===== src/core/bpc_pkg.sv =====
// Shared constants and types of the belt printer print controller
package bpc_pkg;
  // ==========================================================================
  // Clock and timing
  // ==========================================================================
  localparam int CLK_MHZ          = 250;                          // System clock rate
  localparam int POLL_US          = 96;                           // Memory poll interval in us
  localparam int POLL_CYCLES      = POLL_US * CLK_MHZ;            // Poll interval in clocks
  localparam int FAST_LIFT_MS     = 45;                           // Ribbon fast lift in ms
  localparam int FAST_LIFT_CYCLES = FAST_LIFT_MS * 1000 * CLK_MHZ; // Fast lift in clocks
  localparam int LINE_ADV_US      = 8300;                         // Paper advance, 8.3 ms in us
  localparam int LINE_ADV_CYCLES  = LINE_ADV_US * CLK_MHZ;        // Paper advance in clocks
  localparam int CRYSTAL_HZ       = 672000;                       // Logic crystal rate
  localparam int CLK_HZ           = CLK_MHZ * 1000000;            // System clock in Hz
  localparam int MID_HZ           = 84000;                        // First divided rate
  localparam int LOW_HZ           = 220;                          // Lowest divided rate
  localparam int MID_DIV          = CRYSTAL_HZ / MID_HZ;          // Crystal ticks per mid tick
  localparam int LOW_DIV          = CRYSTAL_HZ / LOW_HZ;          // Crystal ticks per low tick
  localparam int MAX_COMPARES     = 8;                            // Compares per finger step
  localparam int MAX_FIRES        = 4;                            // Hammers per finger step

  // ==========================================================================
  // Belt and character codes
  // ==========================================================================
  localparam logic [6:0] BELT_MIN   = 7'h20;   // Count loaded by reference finger
  localparam logic [6:0] BELT_MAX   = 7'h7F;   // Last count before wrap
  localparam logic [7:0] BELT_SPAN  = 8'h60;   // Fingers on the belt
  localparam logic [6:0] LF_CODE    = 7'h0A;   // Line advance character
  localparam logic [6:0] PRINT_LO   = 7'h20;   // First printing code
  localparam logic [6:0] PRINT_HI   = 7'h7E;   // Last printing code

  // ==========================================================================
  // Register map and fields
  // ==========================================================================
  localparam logic [11:0] ENTRY_OFF   = 12'h000; // Write: character entry
  localparam logic [11:0] STATUS_OFF  = 12'h004; // Read: state
  localparam logic [11:0] CONTROL_OFF = 12'h008; // Read/write: control
  localparam int ENTRY_CHAR_LSB  = 0;            // Character code field
  localparam int ENTRY_COL_LSB   = 8;            // Column field
  localparam int CTRL_ENABLE_BIT = 0;            // Print enable
  localparam logic CTRL_ENABLE_RST = 1'b1;       // Print enabled after reset
  localparam logic [1:0] RESP_OKAY   = 2'b00;    // AXI OKAY
  localparam logic [1:0] RESP_SLVERR = 2'b10;    // AXI SLVERR

  // One slot of character plus column memory
  typedef struct packed {
    logic       valid;  // Slot holds a character
    logic       defer;  // Eighth bit: held back until line advance
    logic [6:0] chr;    // Character code
    logic [6:0] col;    // Column number
  } bpc_slot_t;
endpackage


===== src/core/bpc_print_ctrl.sv =====
// Print controller: memory poll, belt counter, compare, hammer, ribbon and line advance
//
// The placing of the registers and the AXI4-Lite register port were decided locally.
`timescale 1ns/1ps
module bpc_print_ctrl #(
  parameter int DEPTH      = 16,                        // Character memory slots
  parameter int POLL_CYC   = bpc_pkg::POLL_CYCLES,      // Poll interval in clocks
  parameter int LIFT_CYC   = bpc_pkg::FAST_LIFT_CYCLES, // Fast lift length in clocks
  parameter int ADV_CYC    = bpc_pkg::LINE_ADV_CYCLES   // Paper advance length in clocks
) (
  input  wire logic        clk,               // System clock
  input  wire logic        arst_n,            // Async reset, active low
  input  wire logic [11:0] s_axi_awaddr,      // Write address
  input  wire logic        s_axi_awvalid,     // Write address valid
  output logic             s_axi_awready,     // Write address ready
  input  wire logic [31:0] s_axi_wdata,       // Write data
  input  wire logic [3:0]  s_axi_wstrb,       // Write strobes
  input  wire logic        s_axi_wvalid,      // Write data valid
  output logic             s_axi_wready,      // Write data ready
  output logic [1:0]       s_axi_bresp,       // Write response
  output logic             s_axi_bvalid,      // Write response valid
  input  wire logic        s_axi_bready,      // Write response ready
  input  wire logic [11:0] s_axi_araddr,      // Read address
  input  wire logic        s_axi_arvalid,     // Read address valid
  output logic             s_axi_arready,     // Read address ready
  output logic [31:0]      s_axi_rdata,       // Read data
  output logic [1:0]       s_axi_rresp,       // Read response
  output logic             s_axi_rvalid,      // Read data valid
  input  wire logic        s_axi_rready,      // Read data ready
  input  wire logic        even_cell_blocked, // Even photocell dark
  input  wire logic        odd_cell_blocked,  // Odd photocell dark
  output logic             hammer_trigger,    // One-cycle hammer_trigger pulse
  output logic             hammer_odd,        // Hammer_trigger concerns odd position
  output logic [6:0]       hammer_column,     // Column for the column decoder
  output logic             ribbon_fast_lift,  // Ribbon ribbon_fast_lift drive
  output logic             ribbon_sustain,    // Ribbon hold drive
  output logic             line_advance,      // Paper advance request
  output logic             tick_84k,          // 84 kHz enable pulse
  output logic             tick_220           // 220 Hz enable pulse
);
  import bpc_pkg::*;

  localparam int PW = $clog2(DEPTH);  // Slot pointer width

  // ==========================================================================
  // State
  // ==========================================================================
  typedef struct packed {
    bpc_slot_t [DEPTH-1:0] mem;        // Character and column memory
    logic [PW-1:0]  ptr;               // Next slot to poll
    logic [31:0]    poll_cnt;          // Countdown to next poll
    logic [6:0]     belt;              // Finger position count
    logic           prev_even;         // Even cell last cycle
    logic           ref_seen;          // Reference finger in passage
    logic [3:0]     cmp_cnt;           // Compares this finger step
    logic [2:0]     hammer_trigger_cnt;          // Triggers this finger step
    logic           group_odd;         // Parity of this step's group
    logic           enable;            // Print enable
    logic           lf_pending;        // Line advance character seen
    logic           lf_active;         // Paper advance running
    logic [31:0]    lf_cnt;            // Paper advance countdown
    logic [31:0]    lift_cnt;          // Fast lift countdown
    logic           fast_lift;         // Fast lift drive
    logic           sustain;           // Ribbon hold drive
    logic           trig;              // Hammer trigger pulse
    logic           trig_odd;          // Trigger parity
    logic [6:0]     trig_col;          // Trigger column
    logic [27:0]    phase;             // Crystal rate phase accumulator
    logic [2:0]     mid_cnt;           // Crystal ticks toward 84 kHz
    logic [11:0]    low_cnt;           // Crystal ticks toward 220 Hz
    logic           t_mid;             // 84 kHz pulse
    logic           t_low;             // 220 Hz pulse
    logic           aw_got;            // Write address held
    logic [11:0]    aw_addr;           // Held write address
    logic           w_got;             // Write data held
    logic [31:0]    w_data;            // Held write data
    logic [3:0]     w_strb;            // Held strobes
    logic           awready;           // Address ready
    logic           wready;            // Data ready
    logic           bvalid;            // Response valid
    logic [1:0]     bresp;             // Response code
    logic           arready;           // Read address ready
    logic           rvalid;            // Read data valid
    logic [31:0]    rdata;             // Read data
    logic [1:0]     rresp;             // Read response code
  } bpc_state_t;

  bpc_state_t q_ff;        // Registered state
  bpc_state_t nxt_q;       // Next state
  bpc_slot_t  poll_slot;   // Slot read at this poll
  logic       poll_now;    // Poll happens this cycle
  logic       match;       // Compare succeeded
  logic       any_ready;   // Undeferred characters remain
  logic       any_valid;   // Any characters remain
  logic [PW-1:0] free_idx; // Lowest free slot
  logic       free_ok;     // A free slot exists
  logic       both_dark;   // Reference finger present

  // Character under the hammer of a column for a given belt count
  function automatic logic [6:0] finger_chr(input logic [6:0] belt, input logic [6:0] col);
    logic [7:0] s;
    s = {1'b0, belt - BELT_MIN} + {1'b0, col};
    if (s >= BELT_SPAN)
    begin
      s = s - BELT_SPAN;
    end
    if (s >= BELT_SPAN)
    begin
      s = s - BELT_SPAN;
    end
    return s[6:0] + BELT_MIN;
  endfunction

  // ==========================================================================
  // Next state
  // ==========================================================================
  // Whole controller in one pass; later sections may override earlier ones
  always_comb
  begin
    logic [28:0] ph;
    logic [6:0]  wchr;
    ph   = '0;
    wchr = '0;
    nxt_q        = q_ff;
    nxt_q.trig   = 1'b0;
    nxt_q.t_mid  = 1'b0;
    nxt_q.t_low  = 1'b0;
    both_dark    = even_cell_blocked && odd_cell_blocked;

    // Memory scan for free slot and remaining work
    any_ready = 1'b0;
    any_valid = 1'b0;
    free_ok   = 1'b0;
    free_idx  = '0;
    for (int i = DEPTH - 1; i >= 0; i--)
    begin
      if (q_ff.mem[i].valid)
      begin
        any_valid = 1'b1;
        any_ready = any_ready || !q_ff.mem[i].defer;
      end
      else
      begin
        free_ok  = 1'b1;
        free_idx = PW'(i);
      end
    end

    // Crystal rate by phase accumulation, then counted down
    ph = {1'b0, q_ff.phase} + 29'(CRYSTAL_HZ);
    if (ph >= 29'(CLK_HZ))
    begin
      nxt_q.phase = 28'(ph - 29'(CLK_HZ));
      nxt_q.mid_cnt = (q_ff.mid_cnt == 3'(MID_DIV - 1)) ? 3'h0 : q_ff.mid_cnt + 3'h1;
      nxt_q.t_mid   = (q_ff.mid_cnt == 3'(MID_DIV - 1));
      nxt_q.low_cnt = (q_ff.low_cnt == 12'(LOW_DIV - 1)) ? 12'h000 : q_ff.low_cnt + 12'h001;
      nxt_q.t_low   = (q_ff.low_cnt == 12'(LOW_DIV - 1));
    end
    else
    begin
      nxt_q.phase = ph[27:0];
    end

    // Belt counter from photocells; a new finger step restarts compare budget
    nxt_q.prev_even = even_cell_blocked;
    if (both_dark)
    begin
      nxt_q.belt     = BELT_MIN;
      nxt_q.ref_seen = 1'b1;
      nxt_q.cmp_cnt  = '0;
      nxt_q.hammer_trigger_cnt = '0;
    end
    else if (q_ff.prev_even && !even_cell_blocked)
    begin
      // The edge that ends a reference passage is not a finger step
      if (q_ff.ref_seen)
      begin
        nxt_q.ref_seen = 1'b0;
      end
      else
      begin
        nxt_q.belt = (q_ff.belt == BELT_MAX) ? BELT_MIN : q_ff.belt + 7'h01;
      end
      nxt_q.cmp_cnt  = '0;
      nxt_q.hammer_trigger_cnt = '0;
    end

    // Poll timer: one memory access per interval
    poll_now = (q_ff.poll_cnt == '0);
    nxt_q.poll_cnt = poll_now ? 32'(POLL_CYC - 1) : q_ff.poll_cnt - 32'h0000_0001;
    poll_slot = q_ff.mem[q_ff.ptr];

    // Compare; inhibited by ribbon_fast_lift, paper motion, deferral and step budgets
    match = poll_now && q_ff.enable && poll_slot.valid && !poll_slot.defer
            && !q_ff.fast_lift
            && !q_ff.lf_active
            && (q_ff.cmp_cnt < 4'(MAX_COMPARES))
            && (q_ff.hammer_trigger_cnt < 3'(MAX_FIRES))
            && (q_ff.hammer_trigger_cnt == '0 || poll_slot.col[0] == q_ff.group_odd)
            && (finger_chr(q_ff.belt, poll_slot.col) == poll_slot.chr);
    if (poll_now)
    begin
      nxt_q.ptr = (q_ff.ptr == PW'(DEPTH - 1)) ? '0 : q_ff.ptr + PW'(1);
      if (q_ff.cmp_cnt < 4'(MAX_COMPARES) && nxt_q.cmp_cnt == q_ff.cmp_cnt)
      begin
        nxt_q.cmp_cnt = q_ff.cmp_cnt + 4'h1;
      end
    end
    if (match)
    begin
      // Group parity goes to timing; column goes to the decoder to fire one pair
      nxt_q.trig      = 1'b1;
      nxt_q.trig_odd  = poll_slot.col[0];
      nxt_q.trig_col  = poll_slot.col;
      nxt_q.group_odd = poll_slot.col[0];
      nxt_q.hammer_trigger_cnt  = nxt_q.hammer_trigger_cnt + 3'h1;
      nxt_q.mem[q_ff.ptr].valid = 1'b0;
    end

    // Fast lift countdown
    if (q_ff.fast_lift)
    begin
      if (q_ff.lift_cnt == '0)
      begin
        nxt_q.fast_lift = 1'b0;
      end
      else
      begin
        nxt_q.lift_cnt = q_ff.lift_cnt - 32'h0000_0001;
      end
    end
    // Lower the ribbon once nothing is left to print
    if (q_ff.sustain && !q_ff.fast_lift && !any_valid && !q_ff.lf_pending)
    begin
      nxt_q.sustain = 1'b0;
    end

    // Line advance: start when only deferred characters remain
    if (q_ff.lf_pending && !q_ff.lf_active && !any_ready && !match)
    begin
      nxt_q.lf_active = 1'b1;
      nxt_q.lf_cnt    = 32'(ADV_CYC - 1);
    end
    else if (q_ff.lf_active)
    begin
      if (q_ff.lf_cnt == '0)
      begin
        nxt_q.lf_active  = 1'b0;
        nxt_q.lf_pending = 1'b0;
        for (int i = 0; i < DEPTH; i++)
        begin
          nxt_q.mem[i].defer = 1'b0;
        end
      end
      else
      begin
        nxt_q.lf_cnt = q_ff.lf_cnt - 32'h0000_0001;
      end
    end

    // AXI write channels, taken in either order
    if (s_axi_awvalid && q_ff.awready)
    begin
      nxt_q.aw_got  = 1'b1;
      nxt_q.aw_addr = s_axi_awaddr;
    end
    if (s_axi_wvalid && q_ff.wready)
    begin
      nxt_q.w_got  = 1'b1;
      nxt_q.w_data = s_axi_wdata;
      nxt_q.w_strb = s_axi_wstrb;
    end
    if (q_ff.bvalid && s_axi_bready)
    begin
      nxt_q.bvalid = 1'b0;
    end
    else if (q_ff.aw_got && q_ff.w_got && !q_ff.bvalid)
    begin
      nxt_q.aw_got = 1'b0;
      nxt_q.w_got  = 1'b0;
      nxt_q.bvalid = 1'b1;
      nxt_q.bresp  = RESP_OKAY;
      wchr = q_ff.w_data[ENTRY_CHAR_LSB +: 7];
      if (q_ff.aw_addr[11:2] == ENTRY_OFF[11:2])
      begin
        if (q_ff.w_strb[0] && wchr == LF_CODE)
        begin
          nxt_q.lf_pending = 1'b1; // A second one while pending is dropped
        end
        else if (q_ff.w_strb[0] && wchr >= PRINT_LO && wchr <= PRINT_HI && free_ok)
        begin
          nxt_q.mem[free_idx].valid = 1'b1;
          nxt_q.mem[free_idx].defer = nxt_q.lf_pending;
          nxt_q.mem[free_idx].chr   = wchr;
          nxt_q.mem[free_idx].col   = q_ff.w_data[ENTRY_COL_LSB +: 7];
          if (!q_ff.sustain)
          begin
            nxt_q.fast_lift = 1'b1;
            nxt_q.sustain   = 1'b1;
            nxt_q.lift_cnt  = 32'(LIFT_CYC - 1);
          end
        end
      end
      else if (q_ff.aw_addr[11:2] == CONTROL_OFF[11:2])
      begin
        if (q_ff.w_strb[0])
        begin
          nxt_q.enable = q_ff.w_data[CTRL_ENABLE_BIT];
        end
      end
      else
      begin
        nxt_q.bresp = RESP_SLVERR;
      end
    end
    nxt_q.awready = !nxt_q.aw_got && !nxt_q.bvalid;
    nxt_q.wready  = !nxt_q.w_got && !nxt_q.bvalid;

    // AXI read channel; answer one cycle after the address is taken
    if (q_ff.rvalid && s_axi_rready)
    begin
      nxt_q.rvalid  = 1'b0;
      nxt_q.arready = 1'b1;
    end
    else if (s_axi_arvalid && q_ff.arready)
    begin
      nxt_q.arready = 1'b0;
      nxt_q.rvalid  = 1'b1;
      nxt_q.rresp   = RESP_OKAY;
      nxt_q.rdata   = '0;
      if (s_axi_araddr[11:2] == STATUS_OFF[11:2])
      begin
        nxt_q.rdata = {15'h0000, any_ready, 3'h0, q_ff.ref_seen, !free_ok, q_ff.sustain,
                       q_ff.fast_lift, q_ff.lf_active, q_ff.lf_pending, q_ff.belt};
      end
      else if (s_axi_araddr[11:2] == CONTROL_OFF[11:2])
      begin
        nxt_q.rdata[CTRL_ENABLE_BIT] = q_ff.enable;
      end
      else if (s_axi_araddr[11:2] != ENTRY_OFF[11:2])
      begin
        nxt_q.rresp = RESP_SLVERR;
      end
    end
  end

  // ==========================================================================
  // Registers
  // ==========================================================================
  // Reset clears memory; belt starts at its floor until the first reference
  always_ff @(posedge clk or negedge arst_n)
  begin
    if (!arst_n)
    begin
      q_ff          <= '0;
      q_ff.belt     <= BELT_MIN;
      q_ff.enable   <= CTRL_ENABLE_RST;
      q_ff.awready  <= 1'b1;
      q_ff.wready   <= 1'b1;
      q_ff.arready  <= 1'b1;
    end
    else
    begin
      q_ff <= nxt_q;
    end
  end

  // Outputs straight from state flops
  assign hammer_trigger   = q_ff.trig;
  assign hammer_odd       = q_ff.trig_odd;
  assign hammer_column    = q_ff.trig_col;
  assign ribbon_fast_lift = q_ff.fast_lift;
  assign ribbon_sustain   = q_ff.sustain;
  assign line_advance     = q_ff.lf_active;
  assign tick_84k         = q_ff.t_mid;
  assign tick_220         = q_ff.t_low;
  assign s_axi_awready    = q_ff.awready;
  assign s_axi_wready     = q_ff.wready;
  assign s_axi_bvalid     = q_ff.bvalid;
  assign s_axi_bresp      = q_ff.bresp;
  assign s_axi_arready    = q_ff.arready;
  assign s_axi_rvalid     = q_ff.rvalid;
  assign s_axi_rdata      = q_ff.rdata;
  assign s_axi_rresp      = q_ff.rresp;

  // ==========================================================================
  // Checks
  // ==========================================================================
  chk_belt_range: assert property (@(posedge clk) disable iff (!arst_n)
    q_ff.belt >= BELT_MIN) else $error("belt count below floor");
  chk_ref_load: assert property (@(posedge clk) disable iff (!arst_n)
    both_dark |=> q_ff.belt == BELT_MIN) else $error("reference did not load belt");
  chk_belt_step: assert property (@(posedge clk) disable iff (!arst_n)
    (q_ff.prev_even && !even_cell_blocked && !odd_cell_blocked && !q_ff.ref_seen && q_ff.belt != BELT_MAX)
    |=> q_ff.belt == $past(q_ff.belt) + 7'h01) else $error("belt did not advance");
  chk_hammer_trigger_col: assert property (@(posedge clk) disable iff (!arst_n)
    match |=> q_ff.trig && q_ff.trig_col == $past(poll_slot.col) && q_ff.trig_odd == $past(poll_slot.col[0]))
    else $error("trigger not issued for match");
  chk_hammer_trigger_erase: assert property (@(posedge clk) disable iff (!arst_n)
    match |=> !q_ff.mem[$past(q_ff.ptr)].valid) else $error("fired character not erased");
  chk_ribbon_fast_lift_quiet: assert property (@(posedge clk) disable iff (!arst_n)
    q_ff.fast_lift |=> !q_ff.trig) else $error("trigger during fast lift");
  chk_adv_quiet: assert property (@(posedge clk) disable iff (!arst_n)
    q_ff.lf_active |=> !q_ff.trig) else $error("trigger during paper advance");
  chk_hammer_trigger_cap: assert property (@(posedge clk) disable iff (!arst_n)
    q_ff.hammer_trigger_cnt <= 3'(MAX_FIRES) && q_ff.cmp_cnt <= 4'(MAX_COMPARES)) else $error("step budget exceeded");
  chk_lift_pair: assert property (@(posedge clk) disable iff (!arst_n)
    $rose(q_ff.fast_lift) |-> q_ff.sustain) else $error("fast lift without sustain");
  chk_adv_start: assert property (@(posedge clk) disable iff (!arst_n)
    $rose(q_ff.lf_active) |-> !$past(any_ready)) else $error("advance with characters unprinted");
  chk_defer_clear: assert property (@(posedge clk) disable iff (!arst_n)
    $fell(q_ff.lf_active) |-> !any_ready || !q_ff.lf_pending) else $error("deferral not cleared");
  chk_poll_period: assert property (@(posedge clk) disable iff (!arst_n)
    poll_now |=> q_ff.poll_cnt == 32'(POLL_CYC - 1)) else $error("poll period wrong");
  chk_bhold: assert property (@(posedge clk) disable iff (!arst_n)
    q_ff.bvalid && !s_axi_bready |=> q_ff.bvalid) else $error("write response dropped");
  cov_hammer_trigger: cover property (@(posedge clk) disable iff (!arst_n) q_ff.trig);
  cov_multi: cover property (@(posedge clk) disable iff (!arst_n) q_ff.hammer_trigger_cnt == 3'(MAX_FIRES));
  cov_adv_done: cover property (@(posedge clk) disable iff (!arst_n) $fell(q_ff.lf_active));
  cov_ref: cover property (@(posedge clk) disable iff (!arst_n) both_dark);
endmodule // bpc_print_ctrl


===== config.mk =====
export PLATFORM = sky130hd
export DESIGN_NAME = bpc_print_ctrl
export DESIGN_NICKNAME = d
export VERILOG_FILES = /design/src/core/bpc_pkg.sv /design/src/core/bpc_print_ctrl.sv
export SDC_FILE = /design/constraint.sdc
export NUM_CORES = 1
export LEC_CHECK = 0
export BUFFER_PORTS_ARGS = -buffer_cell sky130_fd_sc_hd__buf_4
export CAP_MARGIN = 20
export CORE_UTILIZATION = 55
export CTS_CLUSTER_DIAMETER = 200
export DETAILED_ROUTE_END_ITERATION = 10
export MAX_ROUTING_LAYER = met4
export PLACE_DENSITY = 0.73
export SLEW_MARGIN = 20
export SYNTH_ARGS = -nofsm -noshare
export SYNTH_HDL_FRONTEND = slang
export SYNTH_SLANG_ARGS = --single-unit

===== constraint.sdc =====
create_clock -name clk -period 18.19 [get_ports clk]
set_clock_uncertainty 0.05 [all_clocks]
set_input_delay 1.819 -clock clk [delete_from_list [all_inputs] [get_ports clk]]
set_output_delay 1.819 -clock clk [all_outputs]
set_load 0.01 [all_outputs]

# ---- Word-level counts from Yosys, hierarchy flattened
# Cells that the tools add are included.
dict set report word_totals {
  inputBits 69
  regBits 522
}
dict set report classes {
  muxes 190
  bitwise 3
  add_sub_neg 16
  eq_ne 13
  magnitude_cmp 11
  n_reduce_logical 92
}
# op count
set op_table {}
lappend op_table {{$mux W256} 6}
lappend op_table {{$bwmux W256} 5}
lappend op_table {{$demux W16 S4} 5}
lappend op_table {{$mux W34} 7}
lappend op_table {{$mux W1} 110}
lappend op_table {{$logic_not A32 Y1} 3}
lappend op_table {{$mux W32} 3}
lappend op_table {{$sub A32 B1 Y32 const B} 3}
lappend op_table {{$mux W4} 20}
lappend op_table {{$mux W33} 2}
lappend op_table {{$bmux W16 S4} 1}
lappend op_table {{$mux W16} 4}
lappend op_table {{$mux W7} 6}
lappend op_table {{$mux W37} 1}
lappend op_table {{$mux W36} 1}
lappend op_table {{$logic_and A1 B1 Y1} 33}
lappend op_table {{$add A28 B20 Y29 const B} 1}
lappend op_table {{$ge A29 B28 Y1 const B} 1}
lappend op_table {{$logic_not A1 Y1} 29}
lappend op_table {{$mux W28} 1}
lappend op_table {{$sub A28 B28 Y28 const B} 1}
lappend op_table {{$mux W8} 3}
lappend op_table {{$eq A10 B2 Y1 const B} 2}
lappend op_table {{$ge A8 B7 Y1 const B} 2}
lappend op_table {{other kinds (41)} 75}

# ---- Logic depth before layout (Yosys ltp)
dict set report depth {
  word_depth 45
  ltp_mapped 25
  mapped_depth_nobuf 19
}

# ---- Worst setup path after synthesis
# No wires, ideal clock.
dict set report synth_timing {
  kind {register -> register}
  start {register q_ff[263] (netlist name)}
  end {register q_ff (netlist bit hammer_column[5])}
  required_time_ps 18015
  setup_slack_ps 11298
  arrival_time_ps 6717
  path_stages_with_launch 23
  setup_ps 125
  cell_sequence {dfrtp_1 clkbuf_1 buf_2 buf_2 buf_2 buf_1 mux4_2 mux4_2 fa_1 a211oi_1 nor4b_1 or4_1 ha_1 inv_1 nor4_1 mux2i_1 o21ai_0 a21oi_1 o32ai_1 o21a_1 nor4_4 buf_6 mux2_4}
}
# item line_no
set synth_rtl {}
lappend synth_rtl {{start: declaration} bpc_print_ctrl.sv:88} ;# bpc_state_t q_ff;
lappend synth_rtl {{start signal: assignment} bpc_print_ctrl.sv:364} ;# q_ff <= nxt_q;

==> results by group <==
Placement
  • DP Area: 24400 sq um
  • Post-DP HPWL: 33.6 mm
  • Port Buf Inserts: 78
  • RD Place Congestion: 0.890

Worst setup path
  • Critical path required time: 18.62 ns
  • Critical Path End Type: register
  • R2r worst-path depth: 20
  • Reg2Reg Setup Slack: 10.88 ns
  • Crit path arrival time: 7.74 ns
  • Startpoint types: register
  • CP Class: reg2reg
  • Critical-path maximum fanout: 34

Logic synthesis
  • Area fraction of the dominant cell type after synthesis: 49.6%
  • Post-Synth Simple-Gate Area: 13.1%
  • Number of synthesized flops with an enable pin: 0
  • Largest cells by area after synthesis: dfrtp_1, mux2_2, mux4_2, xnor2_1, nor2_1
  • Dominant synthesized flop cell: dfrtp_1
  • Synth Area in Compound Gates: 6.72%
  • Synth area leader: dfrtp_1
  • Largest family of logic cells by synthesized area: multiplexers
  • Count leader, synth: dfrtp_1
  • Post-synthesis sequential area ratio: 50.1%
  • Netlist cell types: 79
  • Synthesized flop and latch total: 471
  • Mean Syn Cell Area: 11.7 sq um
  • Most common library cells after synthesis: dfrtp_1, mux2_2, nor2_1
  • Adder-cell share of the synthesized area: 1.57%
  • Multiplexer share of the synthesized area: 20.1%
  • Synthesized instance count: 2009
  • Ys Warns: 0
  • Post-Synth XOR/XNOR Area: 4.54%
  • Cell Area, Synth: 23500 sq um
  • Synth async-reset ratio: 100%

Drt
  • Via-per-instance ratio: 6.02
  • First drt pass iteration count: 6
  • DR DRC count: 0
  • WL/cell: 20.0 um
  • Initial detailed-routing violation count: 1179
  • Routed wire length: 52.2 mm
  • Routed vias: 15800
  • ANT nets after route: 0

Floorplanning
  • FP Rows: 75
  • Initial core utilization: 55.9%
  • Chip Height: 209 um
  • Core Area: 42000 sq um
  • Die W: 209 um
  • IO Pins: 124
  • Full die area: 43600 sq um

Cells and area
  • Fillcell total: 3341
  • Area grow syn2layout: 10.8%
  • FF/Latch Area: 11800 sq um
  • Design Area, Final: 26100 sq um
  • Layout cell share with drive strength beyond 1: 27.1%
  • Area occupied by multi-input gates: 11000 sq um
  • ANT cells: 0
  • Final nets: 2135

Timing
  • Final Hold Viols: 0
  • RSZ-0062 raised after global routing: no
  • Max Clk Rate: 137 MHz
  • Worst-Margin Slew: 1.14 ns
  • Setup TNS: 0 ns
  • Setup violators final: 0
  • Rel. slew slack: 24.1%
  • Max Transition Viols Final: 0
  • Final worst-path cycle share: 40.2%
  • Min Tclk post-route: 7.31 ns

Clock network
  • Reg clk slew, reported paths: 0.06 ns
  • Postcts setup bufs: 0
  • Clock tree buffer depth: 3
  • Clk sinks: 471
  • Hold_buf cts: 0
  • Cts repair resizes: 0
  • Clock buffers created by TritonCTS: 50
  • Clk Latency, worst-skew pair: 0.61 ns
  • Clk root buf: clkbuf_16
  • H-tree depth: 2
  • CTS tree: done

GRT
  • Vias in the first global route: 15900
  • Grt ovf: 0
  • GRT Total Usage: 25.4%
  • Global-route wire length before repair: 85.8 mm
  • Largest net degree at the start of global routing: 171
  • Initial antenna violation count: 0

Outcome
  • Status: completed

Hold path
  • Hold Path Stages: 1
  • Hold Crit Class: reg2reg

Power
  • Pwr/cell area: 90.6 nW/um^2
  • Pleak: 12.4 nW
  • VDD IR max: 0.0819 mV

Flow run
  • Total of max-cap violations: 0
-- kinds of logic after synthesis --
group / after synthesis
other: 1
adders and majority gates: 29
and+or+nand+nor: 604
AOI/OAI and AO/OA: 243
DFF: 471
muxes: 351
buffers and inverters: 188
xor gates and xnor gates: 122
-- power by group --
group          internal [mW]  total, mW  switching, mW
logic                 0.0733      0.153         0.0797
clock network          0.585       1.02          0.431
registers               1.09       1.19         0.0993
total                   1.75       2.36          0.610
-- through the flow --
stage / std cells / utilization (%) / total power [mW] / hold WS, ns / setup WS, ns
after floorplan: 2028 / - / 1.29 / 0.345 / 11.30
after global placement: 2524 / 58.0 / 1.35 / 0.370 / 11.17
after detailed placement: 2524 / 58.0 / 1.37 / 0.381 / 10.92
after CTS: 2618 / 62.0 / 2.39 / 0.399 / 10.90
after global routing: 2618 / 62.0 / 2.46 / 0.420 / 10.35
final: 2618 / 62.0 / 2.36 / 0.400 / 10.88
-- layout make-up --
cell class | instances | area share, %
sequential | 471 | 45.3
multi-input combinational | 1369 | 42.1
clock buffer | 72 | 5.54
timing repair buffer | 106 | 3.13
tap | 539 | 2.59
clock inverter | 22 | 0.831
inverter | 39 | 0.562
-- state kept, by name, summed over array words and instances (netlist names) --
register          flops
ribbon_sustain        1
s_axi_awready         1
s_axi_rresp           1
s_axi_wready          1
hammer_column         7
tick_220              1
q_ff                437
s_axi_bresp           1
ribbon_fast_lift      1
s_axi_rvalid          1
s_axi_bvalid          1
s_axi_arready         1
s_axi_rdata          14
hammer_trigger        1
tick_84k              1
line_advance          1
-- worst paths after layout --
| kind | start | endpoint |
|---|---|---|
| max | q_ff[263] | hammer_column[0] |
| min | q_ff[90] | s_axi_awready |
| max reg2reg | q_ff[263] | hammer_column[0] |
| min reg2reg | q_ff[90] | s_axi_awready |
| max in group asynchronous | arst_n | q_ff[246] |
| min in group asynchronous | arst_n | q_ff[105] |
-- worst max-delay path, cell delays in order (launching register included) --
cell,delay [ns]
dfrtp_4,0.76
buf_4,0.68
mux4_2,0.60
a22oi_1,0.26
nand2_1,0.19
ha_1,0.25
fa_1,0.41
a211oi_1,0.41
nor4b_1,0.12
or4_1,0.61
ha_1,0.32
inv_1,0.14
nor4_1,0.07
mux2i_1,0.20
o21ai_0,0.18
a21oi_1,0.20
o32ai_1,0.12
o21a_1,0.24
nor4_4,0.59
buf_4,0.38
mux2_2,0.37
-- layout by cell type, fill, tap and decap left out, types with 8 or more instances in the layout --
cell type / netlist / final
nor2_1: 164 / 163
o21ai_0: 69 / 69
a22o_1: 12 / 12
nand4_1: 18 / 18
mux4_2: 71 / 71
mux2_2: 260 / 260
ha_1: 28 / 28
nand2b_1: 18 / 18
clkinv_2: 0 / 12
nor4_1: 35 / 32
a21o_1: 9 / 8
or3_1: 30 / 29
a41oi_1: 8 / 8
or4_1: 20 / 20
o211ai_1: 8 / 8
and2_1: 9 / 9
or2_2: 12 / 12
and3_1: 12 / 12
nand2_1: 132 / 132
clkbuf_16: 0 / 50
a21oi_1: 51 / 51
mux2i_1: 18 / 18
clkbuf_8: 0 / 11
conb_1: 1 / 20
clkbuf_1: 85 / 11
dfrtp_1: 466 / 464
a31oi_1: 11 / 11
xor2_1: 42 / 42
buf_4: 43 / 104
xnor2_1: 80 / 80
nand3_1: 40 / 40
nor3_1: 50 / 47
a22oi_1: 8 / 8
nor2b_1: 25 / 25
inv_1: 38 / 38
o31ai_1: 11 / 11
-- layer usage --
| layer | vias to the layer above | global-route usage [%] | wire, um |
|---|---|---|---|
| met2 | 321 | 40.6 | 25400 |
| met5 | - | - | 0 |
| met3 | 74 | 3.01 | 2050 |
| li1 | 7259 | - | - |
| met4 | 0 | 6.64 | 964 |
| met1 | 8105 | 34.7 | 23800 |
No activity file was read; power rests on OpenSTA's default activity.
